[src/design/audio_rx_params.svh]
// Offsets, field positions, reset values and timing counts of the serial audio input port.
// Behaviour
// - Three wires: bit clock, word clock, data
// - Internal clocks derived from bit clock only
// - Detect 32k, 44.1-48k, 88.2-96k rate groups
// - Clock stop: sleep, outputs Hi-Z, resume
// - Accept listed word lengths and clock ratios
// - Status shows halt or bad clock ratio
// - Halt forces Hi-Z, recovery restores play
// - Format field selects I2S, LJ, RJ, TDM
// - MSB first two's complement, up to 32 bits
// - Low format bits select word length
// - Nine-bit data start offset over two registers
// - Reset default is I2S, 24-bit words
// - TDM frame starts on frame sync rising edge
// - I2S: word clock low left, high right
// - RJ: word clock high left, low right
`ifndef AUDIO_RX_PARAMS_SVH
`define AUDIO_RX_PARAMS_SVH

`define FMT_ADDR 8'h33
`define OFS_ADDR 8'h34
`define STAT_ADDR 8'h71
`define FMT_RESET 8'h02
`define OFS_RESET 8'h00
`define FMT_OFS_MSB 7
`define FMT_SEL_HI 5
`define FMT_SEL_LO 4
`define FMT_SHORT_HI 3
`define FMT_SHORT_LO 2
`define FMT_WL_HI 1
`define FMT_WL_LO 0
`define STAT_CLK_ERR 0
`define STAT_HALT 1
`define STAT_RATIO 2
`define STAT_LOCK 3
`define STAT_RATE_LO 4
`define STAT_RATE_HI 5

`define SYS_CLK_MHZ 100
`define BCLK_HALT_NS 2000
`define BCLK_HALT_CYC ((`BCLK_HALT_NS * `SYS_CLK_MHZ) / 1000)
`define FRAME_HALT_NS 40000
`define FRAME_HALT_CYC ((`FRAME_HALT_NS * `SYS_CLK_MHZ) / 1000)
`define RATE_32K_MIN 16'h0A8C
`define RATE_48K_MIN 16'h0640
`define LOCK_FRAMES 4
`define TDM_SLOT_BITS 11'h020

`endif

[src/design/audio_rx_pkg.sv]
// Types shared by the serial audio input port.
package audio_rx_pkg;
    typedef enum logic [1:0] {FMT_I2S, FMT_LJ, FMT_RJ, FMT_TDM} fmt_t;
    typedef enum logic [1:0] {RATE_32K, RATE_48K, RATE_96K, RATE_NONE} rate_t;
    typedef enum {ST_HALT, ST_LOCKING, ST_PLAY} rx_state_t;
    typedef struct packed {
        logic right;
        logic [31:0] data;
    } sample_t;
endpackage

[src/design/serial_audio_input_port.sv]
// Serial audio receiver with rate detection, clock-halt handling and a control register file.
`timescale 1ns/1ps
`include "audio_rx_params.svh"
module serial_audio_input_port
    import audio_rx_pkg::*;
#(
    parameter int BCLK_HALT_CYC = `BCLK_HALT_CYC,
    parameter int FRAME_HALT_CYC = `FRAME_HALT_CYC,
    parameter int LOCK_FRAMES = `LOCK_FRAMES
) (
    input wire logic sys_clk, // System clock, 100 MHz
    input wire logic nrst, // Asynchronous reset, active low
    input wire logic clk_en, // Freezes all state while low
    input wire logic bit_clk, // Serial bit clock pin
    input wire logic word_clock_frame_sync, // Word clock or TDM frame sync pin
    input wire logic serial_data_in, // Serial data pin
    input wire logic [7:0] reg_addr, // Control port register address
    input wire logic reg_wr, // Control port write strobe
    input wire logic reg_rd, // Control port read strobe
    input wire logic [7:0] reg_wdata, // Control port write data
    output logic [7:0] reg_rdata, // Read data, valid the cycle after reg_rd
    output sample_t sample, // Received sample and its channel
    output logic sample_valid, // One-cycle pulse per sample received during play
    output logic pll_locked, // Derived clocks running
    output rate_t rate, // Detected sample rate group
    output logic dsp_sleep, // Processor held in sleep
    output logic out_hiz, // Amplifier outputs forced to Hi-Z
    output logic clk_err // Clock halt or unsupported ratio
);
    logic bclk_s1_q;
    logic bclk_s2_q;
    logic bclk_s3_q;
    logic ws_s1_q;
    logic ws_s2_q;
    logic ws_prev_q;
    logic sd_s1_q;
    logic sd_s2_q;
    logic [7:0] fmt_q;
    logic [7:0] ofs_q;
    logic [7:0] rdata_q;
    logic [9:0] cnt_q;
    logic [10:0] half_len_q;
    logic [10:0] frame_bits_q;
    logic [10:0] frame_len_q;
    logic [15:0] bclk_idle_q;
    logic [15:0] frame_idle_q;
    logic [15:0] period_q;
    logic [31:0] acc_q;
    logic [31:0] acc_d;
    logic [3:0] good_q;
    logic ratio_err_q;
    rate_t rate_q;
    rx_state_t state_q;
    rx_state_t state_d;
    sample_t sample_q;
    logic sample_valid_q;

    // Every pin passes two flip-flops before use; the third bit clock stage finds edges.
    always_ff @(posedge sys_clk or negedge nrst) begin
        if (!nrst) begin
            bclk_s1_q <= 1'b0;
            bclk_s2_q <= 1'b0;
            bclk_s3_q <= 1'b0;
        end else if (clk_en) begin
            bclk_s1_q <= bit_clk;
            bclk_s2_q <= bclk_s1_q;
            bclk_s3_q <= bclk_s2_q;
        end
    end

    always_ff @(posedge sys_clk or negedge nrst) begin
        if (!nrst) begin
            ws_s1_q <= 1'b0;
            ws_s2_q <= 1'b0;
        end else if (clk_en) begin
            ws_s1_q <= word_clock_frame_sync;
            ws_s2_q <= ws_s1_q;
        end
    end

    always_ff @(posedge sys_clk or negedge nrst) begin
        if (!nrst) begin
            sd_s1_q <= 1'b0;
            sd_s2_q <= 1'b0;
        end else if (clk_en) begin
            sd_s1_q <= serial_data_in;
            sd_s2_q <= sd_s1_q;
        end
    end

    fmt_t fmt;
    logic [1:0] wl_code;
    logic [10:0] wl_bits;
    logic [10:0] offset;
    logic bclk_rise;
    logic ws_changed;
    logic frame_start;
    logic half_start;
    logic [10:0] pos;
    logic tdm_right;
    logic [10:0] rj_base;
    logic [10:0] start;
    logic in_win;
    logic [10:0] idx;
    logic last_bit;
    logic ch_right;

    assign fmt = fmt_t'(fmt_q[`FMT_SEL_HI:`FMT_SEL_LO]);
    assign wl_code = fmt_q[`FMT_WL_HI:`FMT_WL_LO];
    assign wl_bits = (wl_code == 2'h0) ? 11'h010 :
                     (wl_code == 2'h1) ? 11'h014 :
                     (wl_code == 2'h2) ? 11'h018 : 11'h020;
    assign offset = {2'h0, fmt_q[`FMT_OFS_MSB], ofs_q};
    // Data is shifted in on the bit clock rising edge.
    assign bclk_rise = bclk_s2_q & ~bclk_s3_q;
    assign ws_changed = bclk_rise & (ws_s2_q != ws_prev_q);
    // I2S frames open with the left half (word clock low); others on a rising edge.
    assign frame_start = bclk_rise & ((fmt == FMT_I2S) ? (~ws_s2_q & ws_prev_q)
                                                       : (ws_s2_q & ~ws_prev_q));
    assign half_start = (fmt == FMT_TDM) ? frame_start : ws_changed;
    assign pos = half_start ? 11'h000 : {1'b0, cnt_q} + 11'h001;
    assign tdm_right = (fmt == FMT_TDM) && (pos >= offset + `TDM_SLOT_BITS);
    assign rj_base = (half_len_q > wl_bits) ? half_len_q - wl_bits : 11'h000;
    assign start = offset + ((fmt == FMT_I2S) ? 11'h001 : 11'h000) +
                   ((fmt == FMT_RJ) ? rj_base : 11'h000) +
                   (tdm_right ? `TDM_SLOT_BITS : 11'h000);
    assign in_win = bclk_rise && (pos >= start) && (pos < start + wl_bits);
    assign idx = pos - start;
    assign last_bit = in_win && (idx == wl_bits - 11'h001);
    assign ch_right = (fmt == FMT_TDM) ? tdm_right :
                      (fmt == FMT_I2S) ? ws_s2_q : ~ws_s2_q;

    // Bits fill from the top down, so every word length is MSB-aligned in 32 bits.
    always_comb begin
        acc_d = (idx == 11'h000) ? 32'h0 : acc_q;
        acc_d[5'd31 - idx[4:0]] = sd_s2_q;
    end

    // Bit position in the current half, and the length of the last half for right-justified.
    always_ff @(posedge sys_clk or negedge nrst) begin
        if (!nrst) begin
            ws_prev_q <= 1'b0;
            cnt_q <= 10'h000;
            half_len_q <= 11'h000;
        end else if (clk_en && bclk_rise) begin
            ws_prev_q <= ws_s2_q;
            if (half_start) begin
                cnt_q <= 10'h000;
                half_len_q <= {1'b0, cnt_q} + 11'h001;
            end else if (cnt_q != 10'h3FF) begin
                cnt_q <= cnt_q + 10'h001;
            end
        end
    end

    // Bit clocks per frame, held against the supported ratios at each frame start.
    always_ff @(posedge sys_clk or negedge nrst) begin
        if (!nrst) begin
            frame_bits_q <= 11'h000;
            frame_len_q <= 11'h000;
        end else if (clk_en && bclk_rise) begin
            if (frame_start) begin
                frame_bits_q <= 11'h001;
                frame_len_q <= frame_bits_q;
            end else if (frame_bits_q != 11'h7FF) begin
                frame_bits_q <= frame_bits_q + 11'h001;
            end
        end
    end

    always_ff @(posedge sys_clk or negedge nrst) begin
        if (!nrst) begin
            acc_q <= 32'h0;
        end else if (clk_en && in_win) begin
            acc_q <= acc_d;
        end
    end

    always_ff @(posedge sys_clk or negedge nrst) begin
        if (!nrst) begin
            sample_q <= '0;
            sample_valid_q <= 1'b0;
        end else if (clk_en) begin
            sample_valid_q <= 1'b0;
            if (last_bit) begin
                sample_q <= '{right: ch_right, data: acc_d};
                sample_valid_q <= (state_q == ST_PLAY);
            end
        end
    end

    // Halt watchdogs: no bit clock edge, or no frame start, for too long.
    logic bclk_halt;
    logic frame_halt;
    logic halted;
    logic ratio_ok;
    rate_t rate_meas;

    assign bclk_halt = bclk_idle_q >= 16'(BCLK_HALT_CYC);
    assign frame_halt = frame_idle_q >= 16'(FRAME_HALT_CYC);
    // A host changing rate stops the clocks long enough for this to trip.
    assign halted = bclk_halt | frame_halt;
    assign rate_meas = (frame_idle_q >= `RATE_32K_MIN) ? RATE_32K :
                       (frame_idle_q >= `RATE_48K_MIN) ? RATE_48K : RATE_96K;
    assign ratio_ok = (fmt == FMT_TDM) ?
                      ((frame_bits_q == 11'h080) ||
                       (rate_meas != RATE_32K &&
                        (frame_bits_q == 11'h100 || frame_bits_q == 11'h200))) :
                      ((frame_bits_q == 11'h020 || frame_bits_q == 11'h040) &&
                       rate_meas != RATE_NONE);

    always_ff @(posedge sys_clk or negedge nrst) begin
        if (!nrst) begin
            bclk_idle_q <= 16'h0;
        end else if (clk_en) begin
            if (bclk_rise) begin
                bclk_idle_q <= 16'h0;
            end else if (bclk_idle_q != 16'hFFFF) begin
                bclk_idle_q <= bclk_idle_q + 16'h1;
            end
        end
    end

    // The frame period in system cycles doubles as the sample rate measurement.
    always_ff @(posedge sys_clk or negedge nrst) begin
        if (!nrst) begin
            frame_idle_q <= 16'h0;
            period_q <= 16'h0;
            rate_q <= RATE_NONE;
            ratio_err_q <= 1'b0;
        end else if (clk_en) begin
            if (frame_start) begin
                frame_idle_q <= 16'h0;
                period_q <= frame_idle_q;
                rate_q <= rate_meas;
                ratio_err_q <= ~ratio_ok;
            end else if (frame_idle_q != 16'hFFFF) begin
                frame_idle_q <= frame_idle_q + 16'h1;
            end
        end
    end

    // Derived clocking acquires lock only after several good frames.
    logic good_frame;
    logic lock_done;

    assign good_frame = frame_start & ratio_ok & (rate_meas == rate_q);
    assign lock_done = good_frame && (good_q >= 4'(LOCK_FRAMES - 1));

    always_comb begin
        state_d = state_q;
        case (state_q)
            ST_HALT: begin
                if (!halted) begin
                    state_d = ST_LOCKING;
                end
            end
            ST_LOCKING: begin
                if (halted) begin
                    state_d = ST_HALT;
                end else if (lock_done) begin
                    state_d = ST_PLAY;
                end
            end
            ST_PLAY: begin
                if (halted) begin
                    state_d = ST_HALT;
                end else if (frame_start && !good_frame) begin
                    state_d = ST_LOCKING;
                end
            end
            default: begin
                state_d = ST_HALT;
            end
        endcase
    end

    always_ff @(posedge sys_clk or negedge nrst) begin
        if (!nrst) begin
            state_q <= ST_HALT;
        end else if (clk_en) begin
            state_q <= state_d;
        end
    end

    // Good frames count only while locking, and any bad frame starts the count again.
    always_ff @(posedge sys_clk or negedge nrst) begin
        if (!nrst) begin
            good_q <= 4'h0;
        end else if (clk_en) begin
            if (state_q != ST_LOCKING || (frame_start && !good_frame)) begin
                good_q <= 4'h0;
            end else if (good_frame && good_q != 4'hF) begin
                good_q <= good_q + 4'h1;
            end
        end
    end

    // Control register file.
    logic [7:0] status;
    logic wr_fmt;
    logic wr_ofs;
    logic [7:0] rd_mux;

    assign status = {2'h0, rate_q, (state_q == ST_PLAY), ratio_err_q, halted,
                     halted | ratio_err_q};
    assign wr_fmt = reg_wr && (reg_addr == `FMT_ADDR);
    assign wr_ofs = reg_wr && (reg_addr == `OFS_ADDR);
    // Unmapped addresses read as zero; the status register ignores writes.
    assign rd_mux = (reg_addr == `FMT_ADDR) ? fmt_q :
                    (reg_addr == `OFS_ADDR) ? ofs_q :
                    (reg_addr == `STAT_ADDR) ? status : 8'h00;

    always_ff @(posedge sys_clk or negedge nrst) begin
        if (!nrst) begin
            fmt_q <= `FMT_RESET;
        end else if (clk_en && wr_fmt) begin
            fmt_q <= reg_wdata;
        end
    end

    always_ff @(posedge sys_clk or negedge nrst) begin
        if (!nrst) begin
            ofs_q <= `OFS_RESET;
        end else if (clk_en && wr_ofs) begin
            ofs_q <= reg_wdata;
        end
    end

    always_ff @(posedge sys_clk or negedge nrst) begin
        if (!nrst) begin
            rdata_q <= 8'h00;
        end else if (clk_en && reg_rd) begin
            rdata_q <= rd_mux;
        end
    end

    assign reg_rdata = rdata_q;
    assign sample = sample_q;
    assign sample_valid = sample_valid_q;
    assign pll_locked = (state_q == ST_PLAY);
    assign rate = rate_q;
    assign dsp_sleep = (state_q == ST_HALT);
    assign out_hiz = (state_q != ST_PLAY);
    assign clk_err = status[`STAT_CLK_ERR];
endmodule

[config.mk]
export PLATFORM = sky130hd
export DESIGN_NAME = serial_audio_input_port
export DESIGN_NICKNAME = d
export VERILOG_FILES = /design/src/design/audio_rx_pkg.sv /design/src/design/serial_audio_input_port.sv
export VERILOG_INCLUDE_DIRS = /design/src /design/src/design
export SDC_FILE = /design/constraint.sdc
export NUM_CORES = 1
export LEC_CHECK = 0
export BUFFER_PORTS_ARGS = -buffer_cell sky130_fd_sc_hd__buf_2
export CORE_MARGIN = 1
export CORE_UTILIZATION = 40
export CTS_CLUSTER_SIZE = 30
export DETAILED_ROUTE_END_ITERATION = 10
export PLACE_DENSITY = 0.6
export SETUP_SLACK_MARGIN = 0.3
export SLEW_MARGIN = 20
export SYNTH_ARGS = -nofsm -noshare
export SYNTH_HDL_FRONTEND = slang
export SYNTH_SLANG_ARGS = --single-unit
[constraint.sdc]
create_clock -name sys_clk -period 8.7 [get_ports sys_clk]
set_clock_uncertainty 0.15 [all_clocks]
set_input_delay 0.87 -clock sys_clk [delete_from_list [all_inputs] [get_ports sys_clk]]
set_output_delay 0.87 -clock sys_clk [all_outputs]
set_load 0.05 [all_outputs]
==> results of run 1 <==
Yosys cell counts, types with 20 or more instances:
library cell,instances
a21oi_1,57
mux2_2,58
inv_1,52
nor2_1,144
nand2_1,119
clkbuf_1,29
xor2_1,38
mux2i_1,20
dfrtp_1,168
xnor2_1,42
o21ai_0,79
nand3_1,40
ha_1,68
cell usage in the layout (no fill, tap or decap), types with 13 or more instances in the layout:
| cell type | netlist | layout |
|---|---|---|
| nand2_1 | 119 | 119 |
| nand3_1 | 40 | 40 |
| xor2_1 | 38 | 38 |
| dfrtp_1 | 168 | 168 |
| ha_1 | 68 | 68 |
| nor3_1 | 14 | 14 |
| inv_1 | 52 | 52 |
| mux2_2 | 58 | 58 |
| xnor2_1 | 42 | 42 |
| buf_2 | 6 | 70 |
| nand4_1 | 13 | 13 |
| and3_1 | 16 | 16 |
| clkbuf_16 | 0 | 17 |
| a21oi_1 | 57 | 57 |
| nor2_1 | 144 | 144 |
| o21ai_0 | 79 | 78 |
| mux2i_1 | 20 | 20 |
layer usage:
layer  vias to the layer above  part of all wire  track usage
li1                       4177                 -            -
met1                      4188              0.47        0.276
met2                       127              0.49        0.341
met3                        19             0.031       0.0255
met4                         0            0.0097       0.0504
met5                         -                 0            0
area by class of cell:
| class | instances | share of cell area |
|---|---|---|
| inverter | 54 | 0.0169 |
| clock buffer | 21 | 0.0375 |
| tap | 335 | 0.0349 |
| timing repair buffer | 80 | 0.0361 |
| multi-input combinational | 888 | 0.508 |
| clock inverter | 11 | 0.00949 |
| sequential | 171 | 0.357 |
worst max-delay path: cells and delay by family, from the launching register on:
| kind | cells | cell delay [ns] |
|---|---|---|
| adders and majority gates | 8 | 2.25 |
| and+or+nand+nor | 6 | 1.34 |
| AOI/OAI and AO/OA | 10 | 1.82 |
| muxes | 1 | 0.33 |
| DFF | 1 | 0.41 |
| xor gates and xnor gates | 1 | 0.14 |
| buffers and inverters | 7 | 0.88 |
power groups by stage:
stage	clock, uW	sequential, uW	combinational [uW]
final	753	939	1070
after global routing	798	951	1200
after CTS	775	939	1070
after detailed placement	0	952	1070
after global placement	0	951	1050
after floorplan	0	936	787
worst min path at each step:
stage,depth (start not counted),end,slack [ns],start
3_3_place_gp,2,reg_rdata[0],0.31,reg_rdata[0]
5_1_grt,2,reg_rdata[1],0.35,reg_rdata[1]
2_1_floorplan,2,sd_s2_q,0.30,sd_s1_q
6_report,2,reg_rdata[0],0.33,reg_rdata[0]
4_1_cts,2,reg_rdata[0],0.34,reg_rdata[0]
3_5_place_dp,2,reg_rdata[1],0.31,reg_rdata[1]
flip-flops by register name, indices dropped and copies added, names as in the netlist, 4 cells and up:
signal        flops
ofs_q             8
fmt_q             8
acc_q            32
sample           33
bclk_idle_q      16
good_q            4
cnt_q            10
frame_bits_q     11
reg_rdata         8
frame_idle_q     16
half_len_q       11
cell families after synthesis:
group,count (synthesis),share of synthesized area
AO/OA/AOI/OAI,236,0.145
adder cells (fa/ha/maj),74,0.0901
XOR/XNOR,80,0.0651
AND/OR/NAND/NOR,417,0.183
multiplexers,81,0.0824
buffers and inverters,96,0.0373
flip-flops,171,0.398
stage by stage:
step	power [uW]	setup slack [ns]	area (um2)
2_1_floorplan	1720	1.53	10800
3_3_place_gp	2000	1.34	11400
3_5_place_dp	2020	1.26	11400
4_1_cts	2790	1.22	12000
5_1_grt	2950	0.644	12000
6_report	2770	1.22	12000
==> flow_summary.toml, run 1 <==
[sta]
worst_pin_slew_ns = 0.984
final-hold-violation-count = 0
rsz0062_at_grt = "false"
drv_slew = 0
finalSetupViolCount = 0
whs_ns = 0.327
fin_setup_tns_ns = 0
min_period_ns = 7.48
finalCritPeriodShare = 0.860
slew_headroom = 0.341
fmax_mhz = 134

[power_and_ir_drop]
seqPwrFrac = 0.339
internal_power_uw = 1640
peakVddDrop_mv = 0.140
power.switching_uw = 1130
p_clk_frac = 0.272
power_frac_comb = 0.388
switching_share = 0.407
power_density_nw_per_um2 = 231
leakage_uw = 0.00577

[global_route]
grt_pass1_wl_um = 44400
grt_antenna_before_repair = 0
grt_pass1_vias = 8449
grt_usage = 0.203
grt_overflow = 0
grt_max_degree = 93

[synthesis]
synth_area_um2 = 10800
synth_area_leader_cell = "dfrtp_1"
ys_ff_latch = 171
synth_area_leaders = "dfrtp_1 39%, ha_1 7.9%, mux2_2 6.1%, nor2_1 5.0%, nand2_1 4.1%"
yosysWarningCount = 0
synth_edf_count = 0
syn_area_per_cell_um2 = 9.32
synth-seq-area-share = 0.398
async_flop_share = 1.00
yosys.area.top_type_share = 0.390
ys_types = 81
syn_inst = 1155
synthFlopType = "dfrtp_1"
syn-num-nets = 1253

[final_layout]
layout.cells.non_filler = 1560
layout-drive-gt1-share = 0.164
n_antenna_cell = 0
area_growth_syn_to_layout_pct = 11.4
n_fill_cell = 2539
nNetsFinal = 1310
multiInputGateArea_um2 = 6100
utilization = 0.458
seqCellArea_um2 = 4280

[clock_network]
clk_latency_ns = 0.44
cts-root-buf = "clkbuf_16"
clock_sinks = 171
cts_resized = 0
cts_made_buffers = 17
clk_pin_slew_ns = 0.07
cts_tree = "yes"
clockBufferDepth = 2
hold_buffers = 0
cts_setup_buffers = 0
htreeDepth = 4

[flow_run]
maxCapViolCount = 0

[die]
start_util = 0.411
num_io_pins = 72
die_area_um2 = 27600
die_w_um = 166
rows = 59
core_area_um2 = 26200
die_h_um = 166

[place]
gp_congestion = 0.864
dp_hpwl_um = 19400
dp_cells = 1528
portBuffers = 71

[worst_setup_path]
r2r_setup_slack_ns = 1.22
cp_max_fo = 40
crit_path_end = "acc_q[1]"
slowest_delay_ns = 0.47
crit_start = "fmt_q[0]"
ff2ff_path_depth = 33
reg2reg_from = "fmt_q[0]"
critPathSlowestCell = "or4_1"
worst_ep_arrival_time_ns = 7.65
startpoint_type = "register"
crit_required_ns = 8.87
crit_path_end_kind = "register"
regToRegEndpoint = "acc_q[1]"
path_class = "reg -> reg"

[route]
drt-total-wl_um = 26600
first_iter_violations = 556
routedWlPerCell_um = 17.1
vias = 8511
drtPass1Iterations = 8
ant_nets = 0
route.detailed.drc = 3
via_per_inst = 5.46

[status]
status = "complete, but fails checks"
failed_checks = "design-rule violations"

[worst_hold_path]
hp-class = "reg -> reg"
No activity file was read; power rests on OpenSTA's default activity.
==> run 2: changes to the inputs <==
RECOVER_POWER = 50   (was default)
==> flow_summary.toml, run 2 (synthesis gave the netlist of run 1 again) <==
[status]
status = "complete, but fails checks"
failed_checks = "design-rule violations, max-capacitance violations, max-slew violations"

[die]
die_w_um = 166
die_area_um2 = 27600
die_h_um = 166
core_area_um2 = 26200
start_util = 0.411
rows = 59
num_io_pins = 72

[sta]
finalSetupViolCount = 0
fmax_mhz = 134
slew_headroom = -2.33
finalCritPeriodShare = 0.860
min_period_ns = 7.48
final-hold-violation-count = 0
rsz0062_at_grt = "false"
whs_ns = 0.331
fin_setup_tns_ns = 0
drv_slew = 174
worst_pin_slew_ns = 4.99

[power_and_ir_drop]
finalPower_uw = 2770
power_density_nw_per_um2 = 232
internal_power_uw = 1640
seqPwrFrac = 0.340
leakage_uw = 0.00558
p_clk_frac = 0.272
peakVddDrop_mv = 0.140
power.switching_uw = 1130
power_frac_comb = 0.389
switching_share = 0.407

[final_layout]
nNetsFinal = 1310
n_fill_cell = 2561
largest_register_ff_count = 33
area_growth_syn_to_layout_pct = 10.8
layout_commonest_cell = "dfrtp_1"
layout-drive-gt1-share = 0.127
n_antenna_cell = 0
fin_area_um2 = 11900
layout_common_cells = "168 x dfrtp_1, 144 x nor2_1, 119 x nand2_1"

[clock_network]
htreeDepth = 4
cts_made_buffers = 17
cts_setup_buffers = 0
clk_latency_ns = 0.43
cts-root-buf = "clkbuf_16"
clockBufferDepth = 2
clk_pin_slew_ns = 0.07
hold_buffers = 0
cts_resized = 0
clock_sinks = 171
cts_tree = "yes"

[route]
ant_nets = 0
drt-total-wl_um = 26600
route.detailed.drc = 3
via_per_inst = 5.44
vias = 8489
first_iter_violations = 506
drtPass1Iterations = 8
routedWlPerCell_um = 17.0

[worst_setup_path]
r2r_setup_slack_ns = 1.22
crit_top_cell = "ha_1"
path_class = "reg -> reg"
crit_start = "ws_s2_q"
crit_path_end_kind = "register"
slowest_delay_ns = 0.48
regToRegEndpoint = "acc_q[3]"
ff2ff_path_depth = 31
cp_max_fo = 40
critical_path_buf_inv_count = 3
worst_ep_arrival_time_ns = 7.65
crit_required_ns = 8.87
reg2reg_from = "ws_s2_q"
cp_top_family = "compound AO/OA/AOI/OAI gates"
startpoint_type = "register"
critPathSlowestCell = "fa_1"

[place]
dp_hpwl_um = 19400
placed_area_um2 = 11400
portBuffers = 71
gp_congestion = 0.864

[global_route]
grt_usage = 0.203
grt_pass1_wl_um = 44400
grt_overflow = 0
grt_max_degree = 93
grt_pass1_vias = 8449
grt_antenna_before_repair = 0

[worst_hold_path]
min_path_cells = 2
hold_start = "reg_rdata[0]"
hp-class = "reg -> reg"
min_to = "reg_rdata[0]"

[flow_run]
maxCapViolCount = 2
run 2: metrics by stage:
step	std cells	setup WS, ns	utilization
after floorplan	1155	1.53	-
after global placement	1528	1.34	0.436
after detailed placement	1528	1.26	0.436
after CTS	1560	1.22	0.458
after global routing	1560	0.644	0.455
final	1560	1.22	0.455
run 2: how the worst max path moves through the flow:
stage	endpoint	slack (ns)	cells past startpoint
after detailed placement	acc_q[3]	1.26	33
after global routing	acc_q[3]	0.64	33
after floorplan	sample[31]	1.53	33
after global placement	acc_q[1]	1.34	33
final	acc_q[3]	1.22	31
after CTS	acc_q[3]	1.22	33
run 2: power groups by stage:
stage	registers (uW)	logic, uW	clock network (uW)
after floorplan	936	787	0
after global placement	951	1050	0
after detailed placement	952	1070	0
after CTS	939	1070	775
after global routing	951	1200	798
final	939	1070	752
run 2: tightest hold or removal path: cells and delay by family, from the launching register on:
kind | cells | cell delay (ns)
simple gates | 2 | 0.11
flops | 1 | 0.34
run 2: final cells by class:
class,instances,area [um2],share of cell area
timing repair buffer,80,362,0.0303
inverter,54,203,0.0170
sequential,171,4280,0.359
clock inverter,11,114,0.00954
clock buffer,21,450,0.0378
multi-input combinational,888,6100,0.511
tap,335,419,0.0351
run 2: routing by layer:
metal,vias up,track usage,wire length (um)
met3,22,0.0255,804
met2,125,0.341,13100
met1,4167,0.276,12400
met4,0,0.0504,287
met5,-,0,0
li1,4175,-,-
